==> src/verilog/t8w_pkg.sv <==
// package for the 8-bit waveform timer: register map, fields, modes, prescale codes
// assumes a single clk_sys domain with a plain strobe register port
package t8w_pkg;

  // ****************************************************************
  // register indices on the plain port
  // ****************************************************************
  localparam logic [3:0] REG_CTRL = 4'h0;
  localparam logic [3:0] REG_CLKSEL = 4'h1;
  localparam logic [3:0] REG_COUNT = 4'h2;
  localparam logic [3:0] REG_CMPA = 4'h3;
  localparam logic [3:0] REG_FLAGS = 4'h4;
  localparam logic [3:0] REG_IRQEN = 4'h5;
  localparam logic [3:0] REG_PIN = 4'h6;

  // ****************************************************************
  // field positions and reset values
  // ****************************************************************
  localparam int CTRL_WGM_LSB = 0;
  localparam int CTRL_COM_LSB = 4;
  localparam int WGM_TOP_BIT = 2;
  localparam int FLAG_OVF_BIT = 0;
  localparam int FLAG_CMP_BIT = 1;
  localparam int PIN_PORT_BIT = 0;
  localparam int PIN_DIR_BIT = 1;
  localparam int PIN_WAVE_BIT = 2;
  localparam logic [7:0] RST_BYTE = 8'h00;
  localparam logic [7:0] CNT_BOTTOM = 8'h00;
  localparam logic [7:0] CNT_MAX = 8'h FF;

  // ****************************************************************
  // waveform modes and compare output modes
  // ****************************************************************
  localparam logic [2:0] WGM_NORMAL = 3'h0;
  localparam logic [2:0] WGM_PC_FF = 3'h1;
  localparam logic [2:0] WGM_CTC = 3'h2;
  localparam logic [2:0] WGM_FAST_FF = 3'h3;
  localparam logic [2:0] WGM_PC_CMP = 3'h5;
  localparam logic [2:0] WGM_FAST_CMP = 3'h7;
  localparam logic [1:0] COM_NONE = 2'h0;
  localparam logic [1:0] COM_TOGGLE = 2'h1;
  localparam logic [1:0] COM_NONINV = 2'h2;
  localparam logic [1:0] COM_INV = 2'h3;

  // ****************************************************************
  // prescale selections: divider masks for 1,8,32,64,128,256,1024
  // ****************************************************************
  localparam int PRE_W = 10;
  localparam logic [2:0] PRE_STOP = 3'h0;
  localparam logic [PRE_W-1:0] PRE_MASK_1 = 10'h000;
  localparam logic [PRE_W-1:0] PRE_MASK_8 = 10'h007;
  localparam logic [PRE_W-1:0] PRE_MASK_32 = 10'h01F;
  localparam logic [PRE_W-1:0] PRE_MASK_64 = 10'h03F;
  localparam logic [PRE_W-1:0] PRE_MASK_128 = 10'h07F;
  localparam logic [PRE_W-1:0] PRE_MASK_256 = 10'h0FF;
  localparam logic [PRE_W-1:0] PRE_MASK_1024 = 10'h3FF;

  typedef struct packed {
    logic [3:0] addr;
    logic [7:0] wdata;
    logic wr_stb;
    logic rd_stb;
  } t8w_bus_req_t;

endpackage

==> src/verilog/t8w_timer.sv <==
// 8-bit timer with clear-on-match, fast PWM and phase-correct PWM waveform modes
// assumes synchronous inputs, one strobe per cycle, read data one cycle after rd_stb
`timescale 1ns/1ps

// Functional notes
// mode 2 clears the count after it matches compare A
// clear-on-match sets compare A flag at top, request when enabled
// clear-on-match compare writes are direct; missed match wraps through 0xFF
// compare output mode 1 toggles output on each match in clear-on-match
// pin is driven only when its direction bit selects output
// clear-on-match sets overflow when count rolls from max to zero
// modes 3 and 7 are single-slope fast PWM
// fast PWM top is 0xFF in mode 3, compare A in mode 7
// fast PWM counts to top then goes to zero next tick
// fast PWM non-inverting clears on match, sets at bottom; inverting opposite
// fast PWM sets overflow when count reaches top
// fast PWM compare at bottom gives spike, at max steady level
// fast PWM mode 1 toggles on match with buffered compare
// timer clock is clk_sys divided by 1,8,32,64,128,256 or 1024
// fast PWM with fixed top has a 256-tick period
// modes 1 and 5 are dual-slope phase-correct PWM
// phase-correct count stays at top one tick, then reverses
// phase-correct non-inverting clears on up match, sets on down match
// phase-correct sets overflow when count reaches bottom
// phase-correct compare at bottom gives steady low, at max steady high; inverting opposite
// compare leaving max forces the up-match level at bottom
// a missed up-slope match still applies its output change
// PWM compare writes are buffered, loaded at top; others direct
// compare output mode 0 leaves the pin to its port function
// phase-correct top is 0xFF in mode 1, compare A in mode 5
module t8w_timer
  import t8w_pkg::*;
(
  input wire logic clk_sys,
  input wire logic rst,
  input wire logic ce,
  input wire t8w_bus_req_t bus_req,
  output logic [7:0] rdata,
  output logic pin_out,
  output logic pin_oe,
  output logic irq_ovf,
  output logic irq_cmp
);

  // ****************************************************************
  // register state
  // ****************************************************************
  logic [2:0] waveform_mode_sel;
  logic [1:0] compare_output_mode_a;
  logic [2:0] clk_sel;
  logic [7:0] timer_count;
  logic [7:0] compare_a_value;
  logic [7:0] compare_a_buf;
  logic overflow_flag;
  logic compare_a_flag;
  logic ovf_en;
  logic cmp_en;
  logic port_bit;
  logic dir_bit;
  logic wave_out_a;
  logic count_up;
  logic seen_up;
  logic was_max;
  logic tick;

  // ****************************************************************
  // bus decode
  // ****************************************************************
  wire logic wr_ctrl = bus_req.wr_stb && (bus_req.addr == REG_CTRL);
  wire logic wr_clksel = bus_req.wr_stb && (bus_req.addr == REG_CLKSEL);
  wire logic wr_count = bus_req.wr_stb && (bus_req.addr == REG_COUNT);
  wire logic wr_cmpa = bus_req.wr_stb && (bus_req.addr == REG_CMPA);
  wire logic wr_flags = bus_req.wr_stb && (bus_req.addr == REG_FLAGS);
  wire logic wr_irqen = bus_req.wr_stb && (bus_req.addr == REG_IRQEN);
  wire logic wr_pin = bus_req.wr_stb && (bus_req.addr == REG_PIN);
  wire logic clr_ovf = wr_flags && bus_req.wdata[FLAG_OVF_BIT];
  wire logic clr_cmp = wr_flags && bus_req.wdata[FLAG_CMP_BIT];

  // ****************************************************************
  // mode decode
  // ****************************************************************
  // dual-slope modes
  wire logic is_pc = (waveform_mode_sel == WGM_PC_FF) || (waveform_mode_sel == WGM_PC_CMP);
  // single-slope modes
  wire logic is_fast = (waveform_mode_sel == WGM_FAST_FF) || (waveform_mode_sel == WGM_FAST_CMP);
  wire logic is_ctc = (waveform_mode_sel == WGM_CTC);
  wire logic is_pwm = is_pc || is_fast;
  // top select
  // top select
  wire logic [7:0] top_val = (is_pwm && waveform_mode_sel[WGM_TOP_BIT]) ? compare_a_value : CNT_MAX;
  wire logic match = (timer_count == compare_a_value);
  wire logic at_top = (timer_count == top_val);
  wire logic at_bottom = (timer_count == CNT_BOTTOM);
  wire logic pc_turn_top = is_pc && count_up && (timer_count >= top_val);
  wire logic pc_turn_bot = is_pc && !count_up && at_bottom;
  // level left by an up-slope match; the down match leaves its inverse
  wire logic up_level = (compare_output_mode_a == COM_INV);
  wire logic com_pwm = compare_output_mode_a[1];
  // match action outside the dual-slope modes: toggle, clear or set
  wire logic match_wave = (compare_output_mode_a == COM_TOGGLE) ? !wave_out_a :
    ((compare_output_mode_a == COM_NONE) ? wave_out_a : compare_output_mode_a[0]);

  // ****************************************************************
  // next-state logic, applied on the timer tick
  // ****************************************************************
  logic [7:0] next_count;
  logic next_up;
  logic next_wave;
  logic next_seen;
  logic next_was_max;
  logic ovf_set;
  logic cmp_set;
  logic load_buf;

  always_comb begin
    next_count = timer_count;
    next_up = count_up;
    next_wave = wave_out_a;
    next_seen = seen_up;
    next_was_max = was_max;
    ovf_set = 1'b0;
    cmp_set = 1'b0;
    load_buf = 1'b0;
    if (tick) begin
      // compare flag on match
      cmp_set = match;
      if (is_pc) begin
        if (pc_turn_top) begin
          // one tick at top, then down
          next_up = 1'b0;
          next_count = (top_val == CNT_BOTTOM) ? CNT_BOTTOM : 8'(top_val - 8'h01);
          // buffered compare loaded at top
          load_buf = 1'b1;
          next_was_max = (compare_a_value == top_val);
        end else if (pc_turn_bot) begin
          next_up = 1'b1;
          next_count = (top_val == CNT_BOTTOM) ? CNT_BOTTOM : 8'h01;
          next_seen = 1'b0;
          // overflow at bottom
          ovf_set = 1'b1;
        end else if (count_up) begin
          next_count = 8'(timer_count + 8'h01);
        end else begin
          next_count = 8'(timer_count - 8'h01);
        end
        if (com_pwm) begin
          // up match clears, down match sets (non-inverting)
          // top match acts as down, bottom match as up
          if (match) begin
            if (at_top) begin
              next_wave = !up_level;
            end else if (at_bottom || count_up) begin
              next_wave = up_level;
            end else begin
              next_wave = !up_level;
            end
          end
          if (match && count_up) begin
            next_seen = 1'b1;
          end
          // missed up-slope match
          if (pc_turn_top && !seen_up && !match && (compare_a_value < top_val)) begin
            next_wave = up_level;
          end
          // compare left max: up-match level at bottom
          if (pc_turn_bot && was_max && (compare_a_value != top_val)) begin
            next_wave = up_level;
          end
        end
      end else if (is_fast) begin
        // top then zero
        // fixed-top period
        if (at_top) begin
          next_count = CNT_BOTTOM;
          // overflow at top
          ovf_set = 1'b1;
          load_buf = 1'b1;
        end else begin
          next_count = 8'(timer_count + 8'h01);
        end
        // toggle on match
        // match action, bottom action wins after
        // bottom value gives a one-tick spike
        if (match) begin
          next_wave = match_wave;
        end
        if (at_top && com_pwm) begin
          next_wave = !up_level;
        end
      end else begin
        // clear after match
        // lower compare runs on through 0xFF
        if (is_ctc && match) begin
          next_count = CNT_BOTTOM;
        end else begin
          next_count = 8'(timer_count + 8'h01);
          // overflow on max to zero
          ovf_set = (timer_count == CNT_MAX);
        end
        // toggle on match
        if (match) begin
          next_wave = match_wave;
        end
      end
    end
  end

  // ****************************************************************
  // read mux
  // ****************************************************************
  logic [7:0] read_mux;
  always_comb begin
    case (bus_req.addr)
      REG_CTRL: read_mux = {2'h0, compare_output_mode_a, 1'b0, waveform_mode_sel};
      REG_CLKSEL: read_mux = {5'h00, clk_sel};
      REG_COUNT: read_mux = timer_count;
      REG_CMPA: read_mux = compare_a_buf;
      REG_FLAGS: read_mux = {6'h00, compare_a_flag, overflow_flag};
      REG_IRQEN: read_mux = {6'h00, cmp_en, ovf_en};
      REG_PIN: read_mux = {5'h00, wave_out_a, dir_bit, port_bit};
      default: read_mux = RST_BYTE;
    endcase
  end

  // mode 0 keeps port function
  wire logic next_pin_out = (compare_output_mode_a != COM_NONE) ? wave_out_a : port_bit;

  t8w_prescaler #(
    .DIV_W(PRE_W)
  ) u_pre (
    .clk_sys(clk_sys),
    .rst(rst),
    .ce(ce),
    .sel(clk_sel),
    .tick(tick)
  );

  // ****************************************************************
  // control registers
  // ****************************************************************
  always_ff @(posedge clk_sys) begin
    if (rst) begin
      waveform_mode_sel <= WGM_NORMAL;
      compare_output_mode_a <= COM_NONE;
      clk_sel <= PRE_STOP;
      ovf_en <= 1'b0;
      cmp_en <= 1'b0;
      port_bit <= 1'b0;
      dir_bit <= 1'b0;
    end else if (ce) begin
      if (wr_ctrl) begin
        waveform_mode_sel <= bus_req.wdata[CTRL_WGM_LSB +: 3];
        compare_output_mode_a <= bus_req.wdata[CTRL_COM_LSB +: 2];
      end
      if (wr_clksel) begin
        clk_sel <= bus_req.wdata[2:0];
      end
      if (wr_irqen) begin
        ovf_en <= bus_req.wdata[FLAG_OVF_BIT];
        cmp_en <= bus_req.wdata[FLAG_CMP_BIT];
      end
      if (wr_pin) begin
        port_bit <= bus_req.wdata[PIN_PORT_BIT];
        dir_bit <= bus_req.wdata[PIN_DIR_BIT];
      end
    end
  end

  // ****************************************************************
  // counter, compare and waveform
  // ****************************************************************
  always_ff @(posedge clk_sys) begin
    if (rst) begin
      timer_count <= CNT_BOTTOM;
      count_up <= 1'b1;
      wave_out_a <= 1'b0;
      seen_up <= 1'b0;
      was_max <= 1'b0;
    end else if (ce) begin
      // a software count write wins over the tick
      timer_count <= wr_count ? bus_req.wdata : next_count;
      count_up <= next_up;
      wave_out_a <= next_wave;
      seen_up <= next_seen;
      was_max <= next_was_max;
    end
  end

  // PWM writes buffered, others direct
  always_ff @(posedge clk_sys) begin
    if (rst) begin
      compare_a_value <= RST_BYTE;
      compare_a_buf <= RST_BYTE;
    end else if (ce) begin
      if (wr_cmpa) begin
        compare_a_buf <= bus_req.wdata;
      end
      if (wr_cmpa && !is_pwm) begin
        compare_a_value <= bus_req.wdata;
      end else if (load_buf) begin
        compare_a_value <= compare_a_buf;
      end
    end
  end

  // flags: a hardware set beats a same-cycle software clear
  always_ff @(posedge clk_sys) begin
    if (rst) begin
      overflow_flag <= 1'b0;
      compare_a_flag <= 1'b0;
    end else if (ce) begin
      overflow_flag <= (overflow_flag && !clr_ovf) || ovf_set;
      compare_a_flag <= (compare_a_flag && !clr_cmp) || cmp_set;
    end
  end

  // ****************************************************************
  // registered outputs
  // ****************************************************************
  always_ff @(posedge clk_sys) begin
    if (rst) begin
      rdata <= RST_BYTE;
      pin_out <= 1'b0;
      pin_oe <= 1'b0;
      irq_ovf <= 1'b0;
      irq_cmp <= 1'b0;
    end else if (ce) begin
      rdata <= bus_req.rd_stb ? read_mux : RST_BYTE;
      // direction gates the pin
      pin_oe <= dir_bit;
      pin_out <= next_pin_out;
      irq_ovf <= overflow_flag && ovf_en;
      irq_cmp <= compare_a_flag && cmp_en;
    end
  end

  // ****************************************************************
  // checks
  // ****************************************************************
  AST_CTC_CLEAR: assert property (@(posedge clk_sys) disable iff (rst)
    (ce && tick && is_ctc && match && !wr_count) |=> (timer_count == CNT_BOTTOM))
    else $error("count not cleared after match");
  AST_CMP_FLAG: assert property (@(posedge clk_sys) disable iff (rst)
    (ce && tick && match) |=> compare_a_flag)
    else $error("compare flag not set on match");
  AST_CTC_TOGGLE: assert property (@(posedge clk_sys) disable iff (rst)
    (ce && tick && is_ctc && match && compare_output_mode_a == COM_TOGGLE) |=> (wave_out_a != $past(wave_out_a)))
    else $error("output did not toggle on match");
  AST_PIN_DIR: assert property (@(posedge clk_sys) disable iff (rst)
    (ce && !dir_bit) |=> !pin_oe)
    else $error("pin driven while direction is input");
  AST_CTC_OVF: assert property (@(posedge clk_sys) disable iff (rst)
    (ce && tick && is_ctc && !match && timer_count == CNT_MAX && !wr_count) |=> (overflow_flag && at_bottom))
    else $error("overflow missing on roll to zero");
  AST_FAST_WRAP: assert property (@(posedge clk_sys) disable iff (rst)
    (ce && tick && is_fast && at_top && !wr_count) |=> (at_bottom && overflow_flag))
    else $error("fast mode did not wrap at top");
  AST_PC_TOP: assert property (@(posedge clk_sys) disable iff (rst)
    (ce && tick && pc_turn_top && at_top && top_val != CNT_BOTTOM && !wr_count)
      |=> (!count_up && timer_count == 8'($past(timer_count) - 8'h01)))
    else $error("dual slope did not reverse after one tick at top");
  AST_PC_OVF: assert property (@(posedge clk_sys) disable iff (rst)
    (ce && tick && pc_turn_bot) |=> (overflow_flag && count_up))
    else $error("overflow missing at bottom");
  AST_READ_COUNT: assert property (@(posedge clk_sys) disable iff (rst)
    (ce && bus_req.rd_stb && bus_req.addr == REG_COUNT) |=> (rdata == $past(timer_count)))
    else $error("count read data wrong");

endmodule

==> src/verilog/t8w_prescaler.sv <==
// timer clock enable generator: divides clk_sys by the selected factor
// assumes ce gates every edge and sel is held steady by software
`timescale 1ns/1ps
module t8w_prescaler
  import t8w_pkg::*;
#(
  parameter int DIV_W = PRE_W
) (
  input wire logic clk_sys,
  input wire logic rst,
  input wire logic ce,
  input wire logic [2:0] sel,
  output logic tick
);

  logic [DIV_W-1:0] div_cnt;
  logic [DIV_W-1:0] sel_mask;

  // ****************************************************************
  // factor decode
  // ****************************************************************
  always_comb begin
    case (sel)
      3'h1: sel_mask = DIV_W'(PRE_MASK_1);
      3'h2: sel_mask = DIV_W'(PRE_MASK_8);
      3'h3: sel_mask = DIV_W'(PRE_MASK_32);
      3'h4: sel_mask = DIV_W'(PRE_MASK_64);
      3'h5: sel_mask = DIV_W'(PRE_MASK_128);
      3'h6: sel_mask = DIV_W'(PRE_MASK_256);
      3'h7: sel_mask = DIV_W'(PRE_MASK_1024);
      default: sel_mask = DIV_W'(PRE_MASK_1);
    endcase
  end

  wire logic running = (sel != PRE_STOP);
  wire logic hit = running && ((div_cnt & sel_mask) == sel_mask);

  // divided timer clock
  always_ff @(posedge clk_sys) begin
    if (rst) begin
      div_cnt <= '0;
      tick <= 1'b0;
    end else if (ce) begin
      div_cnt <= running ? DIV_W'(div_cnt + 1'b1) : '0;
      tick <= hit;
    end
  end

endmodule

==> config.mk <==
export PLATFORM = sky130hd
export DESIGN_NAME = t8w_timer
export DESIGN_NICKNAME = d
export VERILOG_FILES = /design/src/verilog/t8w_pkg.sv /design/src/verilog/t8w_timer.sv /design/src/verilog/t8w_prescaler.sv
export SDC_FILE = /design/constraint.sdc
export NUM_CORES = 1
export LEC_CHECK = 0
export ABC_CLOCK_PERIOD_IN_PS = 6600
export BUFFER_PORTS_ARGS = -buffer_cell sky130_fd_sc_hd__buf_4
export CAP_MARGIN = 10
export CORE_MARGIN = 2
export CORE_UTILIZATION = 45
export CTS_CLUSTER_SIZE = 20
export DETAILED_ROUTE_END_ITERATION = 10
export HOLD_SLACK_MARGIN = 0.02
export PLACE_DENSITY_LB_ADDON = 0.15
export RECOVER_POWER = 50
export SYNTH_ARGS = -nofsm -noshare
export SYNTH_HDL_FRONTEND = slang
export SYNTH_SLANG_ARGS = --single-unit
==> constraint.sdc <==
create_clock -name clk_sys -period 6.6 [get_ports clk_sys]
set_input_delay 0.33 -clock clk_sys [delete_from_list [all_inputs] [get_ports clk_sys]]
set_output_delay 0.33 -clock clk_sys [all_outputs]
set_load 0.02 [all_outputs]
Word level (Yosys, flattened, before mapping) --
Index checks and enable logic that the tools add are counted.
Word-level totals: bits in latches 0, memories 0, RAM bits 0, bits in read-only memories 0, flip-flop bits (word level) 65, input port bits 17
Cells by class: bitwise logic cells 1, add/subtract/negate cells 4, shift operators 0, reduce and logical (&&, ||, !) cells 62, $mul 0, equal/unequal tests 27, muxes and demuxes 49, divide/modulo/power cells 0, magnitude comparators 2
Operator list (count):
- 8-bit two-way mux | 14
- 10-bit one-hot mux with 6 select lines | 1
- 8-bit one-hot mux with 7 select lines | 1
- 1-bit two-way mux | 32
- 1-bit logical AND | 28
- 8-bit equality test | 3
- 3-bit equality test (second input constant) | 6
- 8-bit zero test | 2
- 8-bit by 1-bit subtractor with 8-bit output (second input constant) | 2
- 2-bit AND reduction | 7
- 3-bit by 2-bit equality test with 1-bit output (second input constant) | 4
- 4-bit by 3-bit equality test with 1-bit output (second input constant) | 3
- 4-bit AND reduction | 3
- 10-bit by 1-bit adder with 10-bit output (second input constant) | 1
- 10-bit AND | 1
- 10-bit equality test | 1
- 10-bit two-way mux | 1
- 8-bit by 1-bit adder with 8-bit output (second input constant) | 1
- 4-bit by 2-bit equality test with 1-bit output (second input constant) | 2
- 8-bit equality test (second input constant) | 1
- 8-bit >= comparator | 1
- 1-bit zero test | 8
- 8-bit < comparator | 1
- 8-bit inequality test | 1
- other kinds (12) | 20

Longest topological paths before layout --
depth after elaboration 14, depth in mapped cells 12, depth with buffers taken out 10

By module --
From an unflattened synthesis, not the netlist that was laid out.
Second synthesis, totals: cell total of the unflattened synthesis 549, area total of the unflattened synthesis 4381.7 sq um
By module, submodules not included:
- t8w_timer | cells an instance 487, area each 3821.2 sq um, times used 1
- t8w_prescaler | cells an instance 62, area each 560.5 sq um, times used 1

Least setup slack after synthesis --
Ideal clock, no wire load.
path type reg-to-reg, from register waveform_mode_sel[0], to register timer_count[5], path buffers 2, path slack 3.933 ns, library setup time 0.129 ns, arrival 2.538 ns, clock period less this slack 2.667 ns, data required time 6.471 ns, cell stages (with the launch flop) 12, path through dfxtp_1 nand2_2 clkbuf_1 nor2_1 ha_1 a41o_1 a211o_1 o31ai_1 buf_2 o21ai_0 a211oi_1 o32ai_1
On the way: word-level cells in the longest chain between the ends 11
Ends and longest elaborated chain:
- start: declaration | RTL line t8w_timer.sv:48 | logic [2:0] waveform_mode_sel;
- start signal: assignment | RTL line t8w_timer.sv:252 | waveform_mode_sel <= bus_req.wdata[CTRL_WGM_LSB +: 3];
- 3-bit by 1-bit equality test with 1-bit output (tied with other cells) | RTL line t8w_timer.sv:83 | wire logic is_pc = (waveform_mode_sel == WGM_PC_FF) || (waveform_mode_sel == WGM_PC_CMP);
- 1-bit logical OR, on equally long branches | RTL line t8w_timer.sv:83, t8w_timer.sv:85
- 1-bit logical OR | RTL line t8w_timer.sv:87 | wire logic is_pwm = is_pc || is_fast;
- 1-bit logical AND | RTL line t8w_timer.sv:90 | wire logic [7:0] top_val = (is_pwm && waveform_mode_sel[WGM_TOP_BIT]) ? compare_a_value : CNT_MAX;
- 8-bit two-way mux | RTL line t8w_timer.sv:90
- 8-bit by 1-bit subtractor with 8-bit output (tied with other cells) | RTL line t8w_timer.sv:131 | next_count = (top_val == CNT_BOTTOM) ? CNT_BOTTOM : 8'(top_val - 8'h01);
- 8-bit two-way mux (tied with other cells) | RTL line t8w_timer.sv:131
- 8-bit two-way mux, on equally long branches | RTL line t8w_timer.sv:128, t8w_timer.sv:170
- 8-bit two-way mux (*) | RTL line t8w_timer.sv:127 | if (is_pc) begin
- 8-bit two-way mux (*) | RTL line t8w_timer.sv:124 | if (tick) begin
- 8-bit two-way mux (*) | RTL line t8w_timer.sv:281 | timer_count <= wr_count ? bus_req.wdata : next_count;
- end signal: assignment | RTL line t8w_timer.sv:281
- end: declaration | RTL line t8w_timer.sv:51 | logic [7:0] timer_count;
Mark *: on every way between the ends. The rest lies on a longest branch, timed or not. The select of a mux whose other input is x is not followed. A chain may end at the register's enable or synchronous reset.

Worst setup path after layout --
from register waveform_mode_sel[0], to register compare_a_value[0]
On the way: word-level cells in the longest chain between the ends 12
Ends and longest elaborated chain:
- 3-bit by 1-bit equality test with 1-bit output (tied with other cells) | RTL line t8w_timer.sv:83
- 1-bit logical OR, on equally long branches | RTL line t8w_timer.sv:83, t8w_timer.sv:85
- 1-bit logical OR | RTL line t8w_timer.sv:87
- 1-bit logical AND | RTL line t8w_timer.sv:90
- 8-bit two-way mux | RTL line t8w_timer.sv:90
- 8-bit >= comparator or 8-bit equality test (tied branches) | RTL line t8w_timer.sv:94, t8w_timer.sv:92
- 1-bit logical AND or 1-bit two-way mux (tied branches) | RTL line t8w_timer.sv:94, t8w_timer.sv:173
- 1-bit two-way mux, on equally long branches | RTL line t8w_timer.sv:128, t8w_timer.sv:170
- 1-bit two-way mux | RTL line t8w_timer.sv:127
- 1-bit two-way mux | RTL line t8w_timer.sv:124
- 2-bit nonzero test (no source line)
- 2-bit AND reduction (no source line)
- end signal: assignment | RTL line t8w_timer.sv:299 | compare_a_value <= bus_req.wdata;
- end signal: assignment | RTL line t8w_timer.sv:301 | compare_a_value <= compare_a_buf;
- end: declaration | RTL line t8w_timer.sv:52 | logic [7:0] compare_a_value;
Parallel ways exist; a longest one is shown, timed or not.

==> results.md <==
| Stage | Metric | This run |
| --- | --- | --- |
| outcome | Status | finished, violations left |
| outcome | Violated checks | max-capacitance violations, max-slew violations |
| finish | Number of nets in the finished design | 575 |
| worst setup path | Slowest stage delay, CP | 0.62 ns |
| worst setup path | Class of the most critical setup path | register to register |
| timing | Setup violators final | 0 |
| yosys | Number of enable-type register cells in the synthesized netlist | 0 |
| finish | Cell Count, Final, Fillers Out | 663 |
| yosys | Cell count after synthesis | 548 |
| finish | Area taken by multi-input logic gates | 0.00266 mm2 |
| worst setup path | Critical Path End Type | register |
| timing | Min Clock Period, post-route | 3.21 ns |
| global routing | Wire length of the first global-routing pass | 20600 um |
| yosys | Number of synthesized register bits | 65 |
| finish | Fraction of final layout cells sized beyond drive strength 1 | 9.06% |
| clocking | Number of buffers inserted by hold repair at cts | 0 |
| yosys | Synthesized area per cell | 7.65 um2 |
| timing | Relative max-transition margin | -72.8% |
| yosys | Async S/R FF share, synth | 0% |
| route | Violation count after the first detailed-routing iteration | 422 |
| timing | Worst Max-Slew Pin Slew | 2.59 ns |
| route | Vias per Instance | 6.28 |
| timing | Portion of the clock cycle consumed by the worst path in the final layout | 48.7% |
| yosys | Net count of the mapped netlist | 574 |
| worst hold path | Path class of the lowest-slack min-delay path | primary input to register |
| worst setup path | Launching element type of the critical path | register |
| finish | Filler cell count in the final layout | 887 |
| route | Antenna-violating nets left | 0 |
| route | Top layer reached by signal wires | met4 |
| timing | Setup repair after global routing missed its margin | no |
| yosys | Post-synth top flop | sky130_fd_sc_hd__dfxtp_1 |
| yosys | Share of the yosys chip area belonging to registers | 31.0% |
| placed design | Pre-CTS worst setup slack | 3.56 ns |
| worst setup path | Buf+Inv Stages, Crit Path | 0 |
| clocking | Number of setup buffers added after CTS | 0 |
| placed design | Total placed cells including tap cells | 649 |
| placed design | Total cell area at the placement stage | 0.00440 mm2 |
| clocking | Clock buffer depth | 2 |
| route | Number of optimization iterations in the first detailed-route pass | 5 |
| global routing | Largest net degree at the start of global routing | 57 |
| worst setup path | Dominant delay contributor by cell family on the critical path | compound AO/OA/AOI/OAI gates |
| worst setup path | Critical Path Slowest Stage Cell | sky130_fd_sc_hd__dfxtp_1 |
| floorplan | Std-Cell Rows | 35 |
| timing | Worst Skew | 0.0115 ns |
| route | Routed length on met1 | 5950 um |
| power | Total power divided by cell area | 181 mW/mm2 |
| global routing | Antenna violations before repair | 0 |
| finish | Layout overhead on the synthesized area | 8.56% |
| yosys | Synthesized area | 0.00419 mm2 |
| route | Metal3 WL | 742 um |
| timing | Minimum setup slack in the final design | 3.39 ns |
| route | Post-route DRC | 0 |
| worst setup path | Data arrival time of the critical path | 3.28 ns |
| floorplan | Die X-Extent | 101 um |
| floorplan | Total die area | 0.0101 mm2 |
| yosys | Yosys top cell by area | sky130_fd_sc_hd__dfxtp_1 |
| placed design | I/O Buffers | 28 |
| clocking | CTS tree | built |
| yosys | Count of yosys warnings during synthesis | 0 |
| finish | Diode count | 0 |
| clocking | Clock latency reported for the late side of the worst-skew pair | 0.35 ns |
| route | Vias | 4163 |
| clocking | CTS H-tree depth | 3 |
| route | Routed wl met2 | 5660 um |
| placed design | Last weighted congestion value of the routability-driven placer | 0.973 |
| yosys | Number of different library cells in the post-synthesis netlist | 72 |
| floorplan | DIE HEIGHT | 101 um |
| timing | Final TNS setup | 0 ns |
| floorplan | Number of ports placed on the die boundary | 29 |
| timing | Worst hold slack after final layout | 0.272 ns |
| route | Average wire length per cell after detail routing | 19.2 um |
| clocking | CTS Buf Count | 9 |
| floorplan | Initial standard-cell utilization of the core | 45.8% |
| worst setup path | Worst endpoint required time | 6.67 ns |
| power | Static leakage | 1.59 nW |
| finish | Flip-flop and latch area | 0.00130 mm2 |
| finish | Final design area excluding fillers | 0.00455 mm2 |
| floorplan | Core region area | 0.00915 mm2 |
| clocking | Total clock sinks | 65 |
| timing | Final number of max-transition violations | 57 |
| global routing | Total grt overflow | 0 |
| clocking | Root Driver | sky130_fd_sc_hd__clkbuf_8 |
| worst setup path | CP max FO | 16 |
| finish | Core Util, Final | 49.7% |
| run | Number of maximum-capacitance violations | 1 |
| global routing | Vias in the first global route | 3864 |
| timing | Maximum clock rate | 311 MHz |
| clocking | CTS clock-pin slew for the worst setup and hold paths | 0.07 ns |
| power | Overall power | 823 uW |
| global routing | Global router's overall resource usage | 26.1% |
| yosys | Largest cells by area after synthesis | sky130_fd_sc_hd__dfxtp_1 (31%), sky130_fd_sc_hd__nor2_1 (6.3%), sky130_fd_sc_hd__nand2_1 (4.7%) |
| power | VDD IR-drop max | 0.156 mV |
| yosys | Area fraction of the dominant cell type after synthesis | 31.0% |
| route | Wire length after detailed routing | 12800 um |
| worst setup path | Worst path cell trace | nand2_2 > nor2_1 > ha_1 > a41o_1 > a211o_1 > o31a_4 > o21ai_4 > a21o_2 > a221oi_1 |
| timing | Number of hold-slack violations in the final timing report | 0 |
| placed design | HPWL after detailed placement | 9140 um |
| clocking | Post-cts repair resize count | 0 |
[Yosys cell counts, drive strengths merged (9+ instances only)]
cell type,n
buf,10
dfxtp,65
a22oi,9
xnor2,14
ha,9
nor2,70
a221oi,9
and3,12
nor3,10
a21oi,35
nand3,25
xor2,9
o22ai,11
o21ai,25
mux2i,16
nand2,54
inv,19
nand4,10
clkbuf,30
[metal layers]
layer	vias up	global-route usage, %
li1	2018	-
met1	1939	35.9
met2	170	39.4
met3	36	5.48
met4	0	11.5
met5	-	0
[sequential cells by signal, indices dropped and copies added, names as in the netlist, 2 cells and up]
name,count
rdata,8
waveform_mode_sel,3
compare_output_mode_a,2
timer_count,8
u_pre.div_cnt,10
compare_a_value,8
clk_sel,3
compare_a_buf,8
[cell families (layout without fill, tap and decap cells)]
| kind of cell | after synthesis | count (layout) | synth area share, % |
|---|---|---|---|
| AO/OA/AOI/OAI | 153 | 153 | 25.5 |
| multiplexers | 21 | 21 | 5.43 |
| flip-flops | 65 | 65 | 31.0 |
| buffers and inverters | 59 | 63 | 5.49 |
| adder cells (fa/ha/maj) | 9 | 9 | 2.69 |
| AND/OR/NAND/NOR | 218 | 218 | 25.1 |
| XOR/XNOR | 23 | 23 | 4.80 |
[power breakdown]
group	internal (mW)	total, mW	switching [mW]
Clock	0.201	0.359	0.158
Combinational	0.0197	0.0633	0.0436
Sequential	0.395	0.401	0.00599
[worst register-to-register path, cell delays in order, from the launching register on]
cell	delay [ns]
sky130_fd_sc_hd__dfxtp_1	0.62
sky130_fd_sc_hd__nand2_2	0.28
sky130_fd_sc_hd__nor2_1	0.17
sky130_fd_sc_hd__ha_1	0.29
sky130_fd_sc_hd__a41o_1	0.25
sky130_fd_sc_hd__a211o_1	0.32
sky130_fd_sc_hd__o31a_4	0.32
sky130_fd_sc_hd__o21ai_4	0.29
sky130_fd_sc_hd__a21o_2	0.29
sky130_fd_sc_hd__a221oi_1	0.12
[path summary, 6_finish.rpt]
check	from	to	slack (ns)	cells after the start
worst min register to register	irq_ovf$_SDFFE_PP0P_	irq_ovf$_SDFFE_PP0P_	0.47	2
worst min-delay path	bus_req[9]	compare_a_buf[7]$_SDFFE_PP0P_	0.27	3
worst max register to register	waveform_mode_sel[0]$_SDFFE_PP0P_	compare_a_value[0]$_SDFFE_PP0P_	3.39	9
worst max-delay path	waveform_mode_sel[0]$_SDFFE_PP0P_	compare_a_value[0]$_SDFFE_PP0P_	3.39	9
[cell usage in the layout (no fill, tap or decap), types with 12 or more instances in the layout]
| cell type | synthesis | layout |
|---|---|---|
| sky130_fd_sc_hd__xnor2_1 | 14 | 14 |
| sky130_fd_sc_hd__nor2_1 | 70 | 70 |
| sky130_fd_sc_hd__nand2_1 | 53 | 53 |
| sky130_fd_sc_hd__nand3_1 | 25 | 25 |
| sky130_fd_sc_hd__o21ai_0 | 24 | 24 |
| sky130_fd_sc_hd__a21oi_1 | 35 | 35 |
| sky130_fd_sc_hd__and3_1 | 12 | 12 |
| sky130_fd_sc_hd__buf_4 | 1 | 17 |
| sky130_fd_sc_hd__mux2i_1 | 16 | 16 |
| sky130_fd_sc_hd__clkbuf_8 | 0 | 12 |
| sky130_fd_sc_hd__inv_1 | 19 | 19 |
| sky130_fd_sc_hd__clkbuf_1 | 30 | 13 |
| sky130_fd_sc_hd__dfxtp_1 | 65 | 65 |
[layout make-up]
| type | count | area share [%] |
|---|---|---|
| Clock inverter | 2 | 0.824 |
| Inverter | 19 | 1.57 |
| Multi-Input combinational cell | 424 | 58.5 |
| Clock buffer | 12 | 3.63 |
| Timing Repair Buffer | 30 | 3.87 |
| Sequential cell | 65 | 28.6 |
| Tap cell | 111 | 3.05 |
No activity file was read; power rests on OpenSTA's default activity.
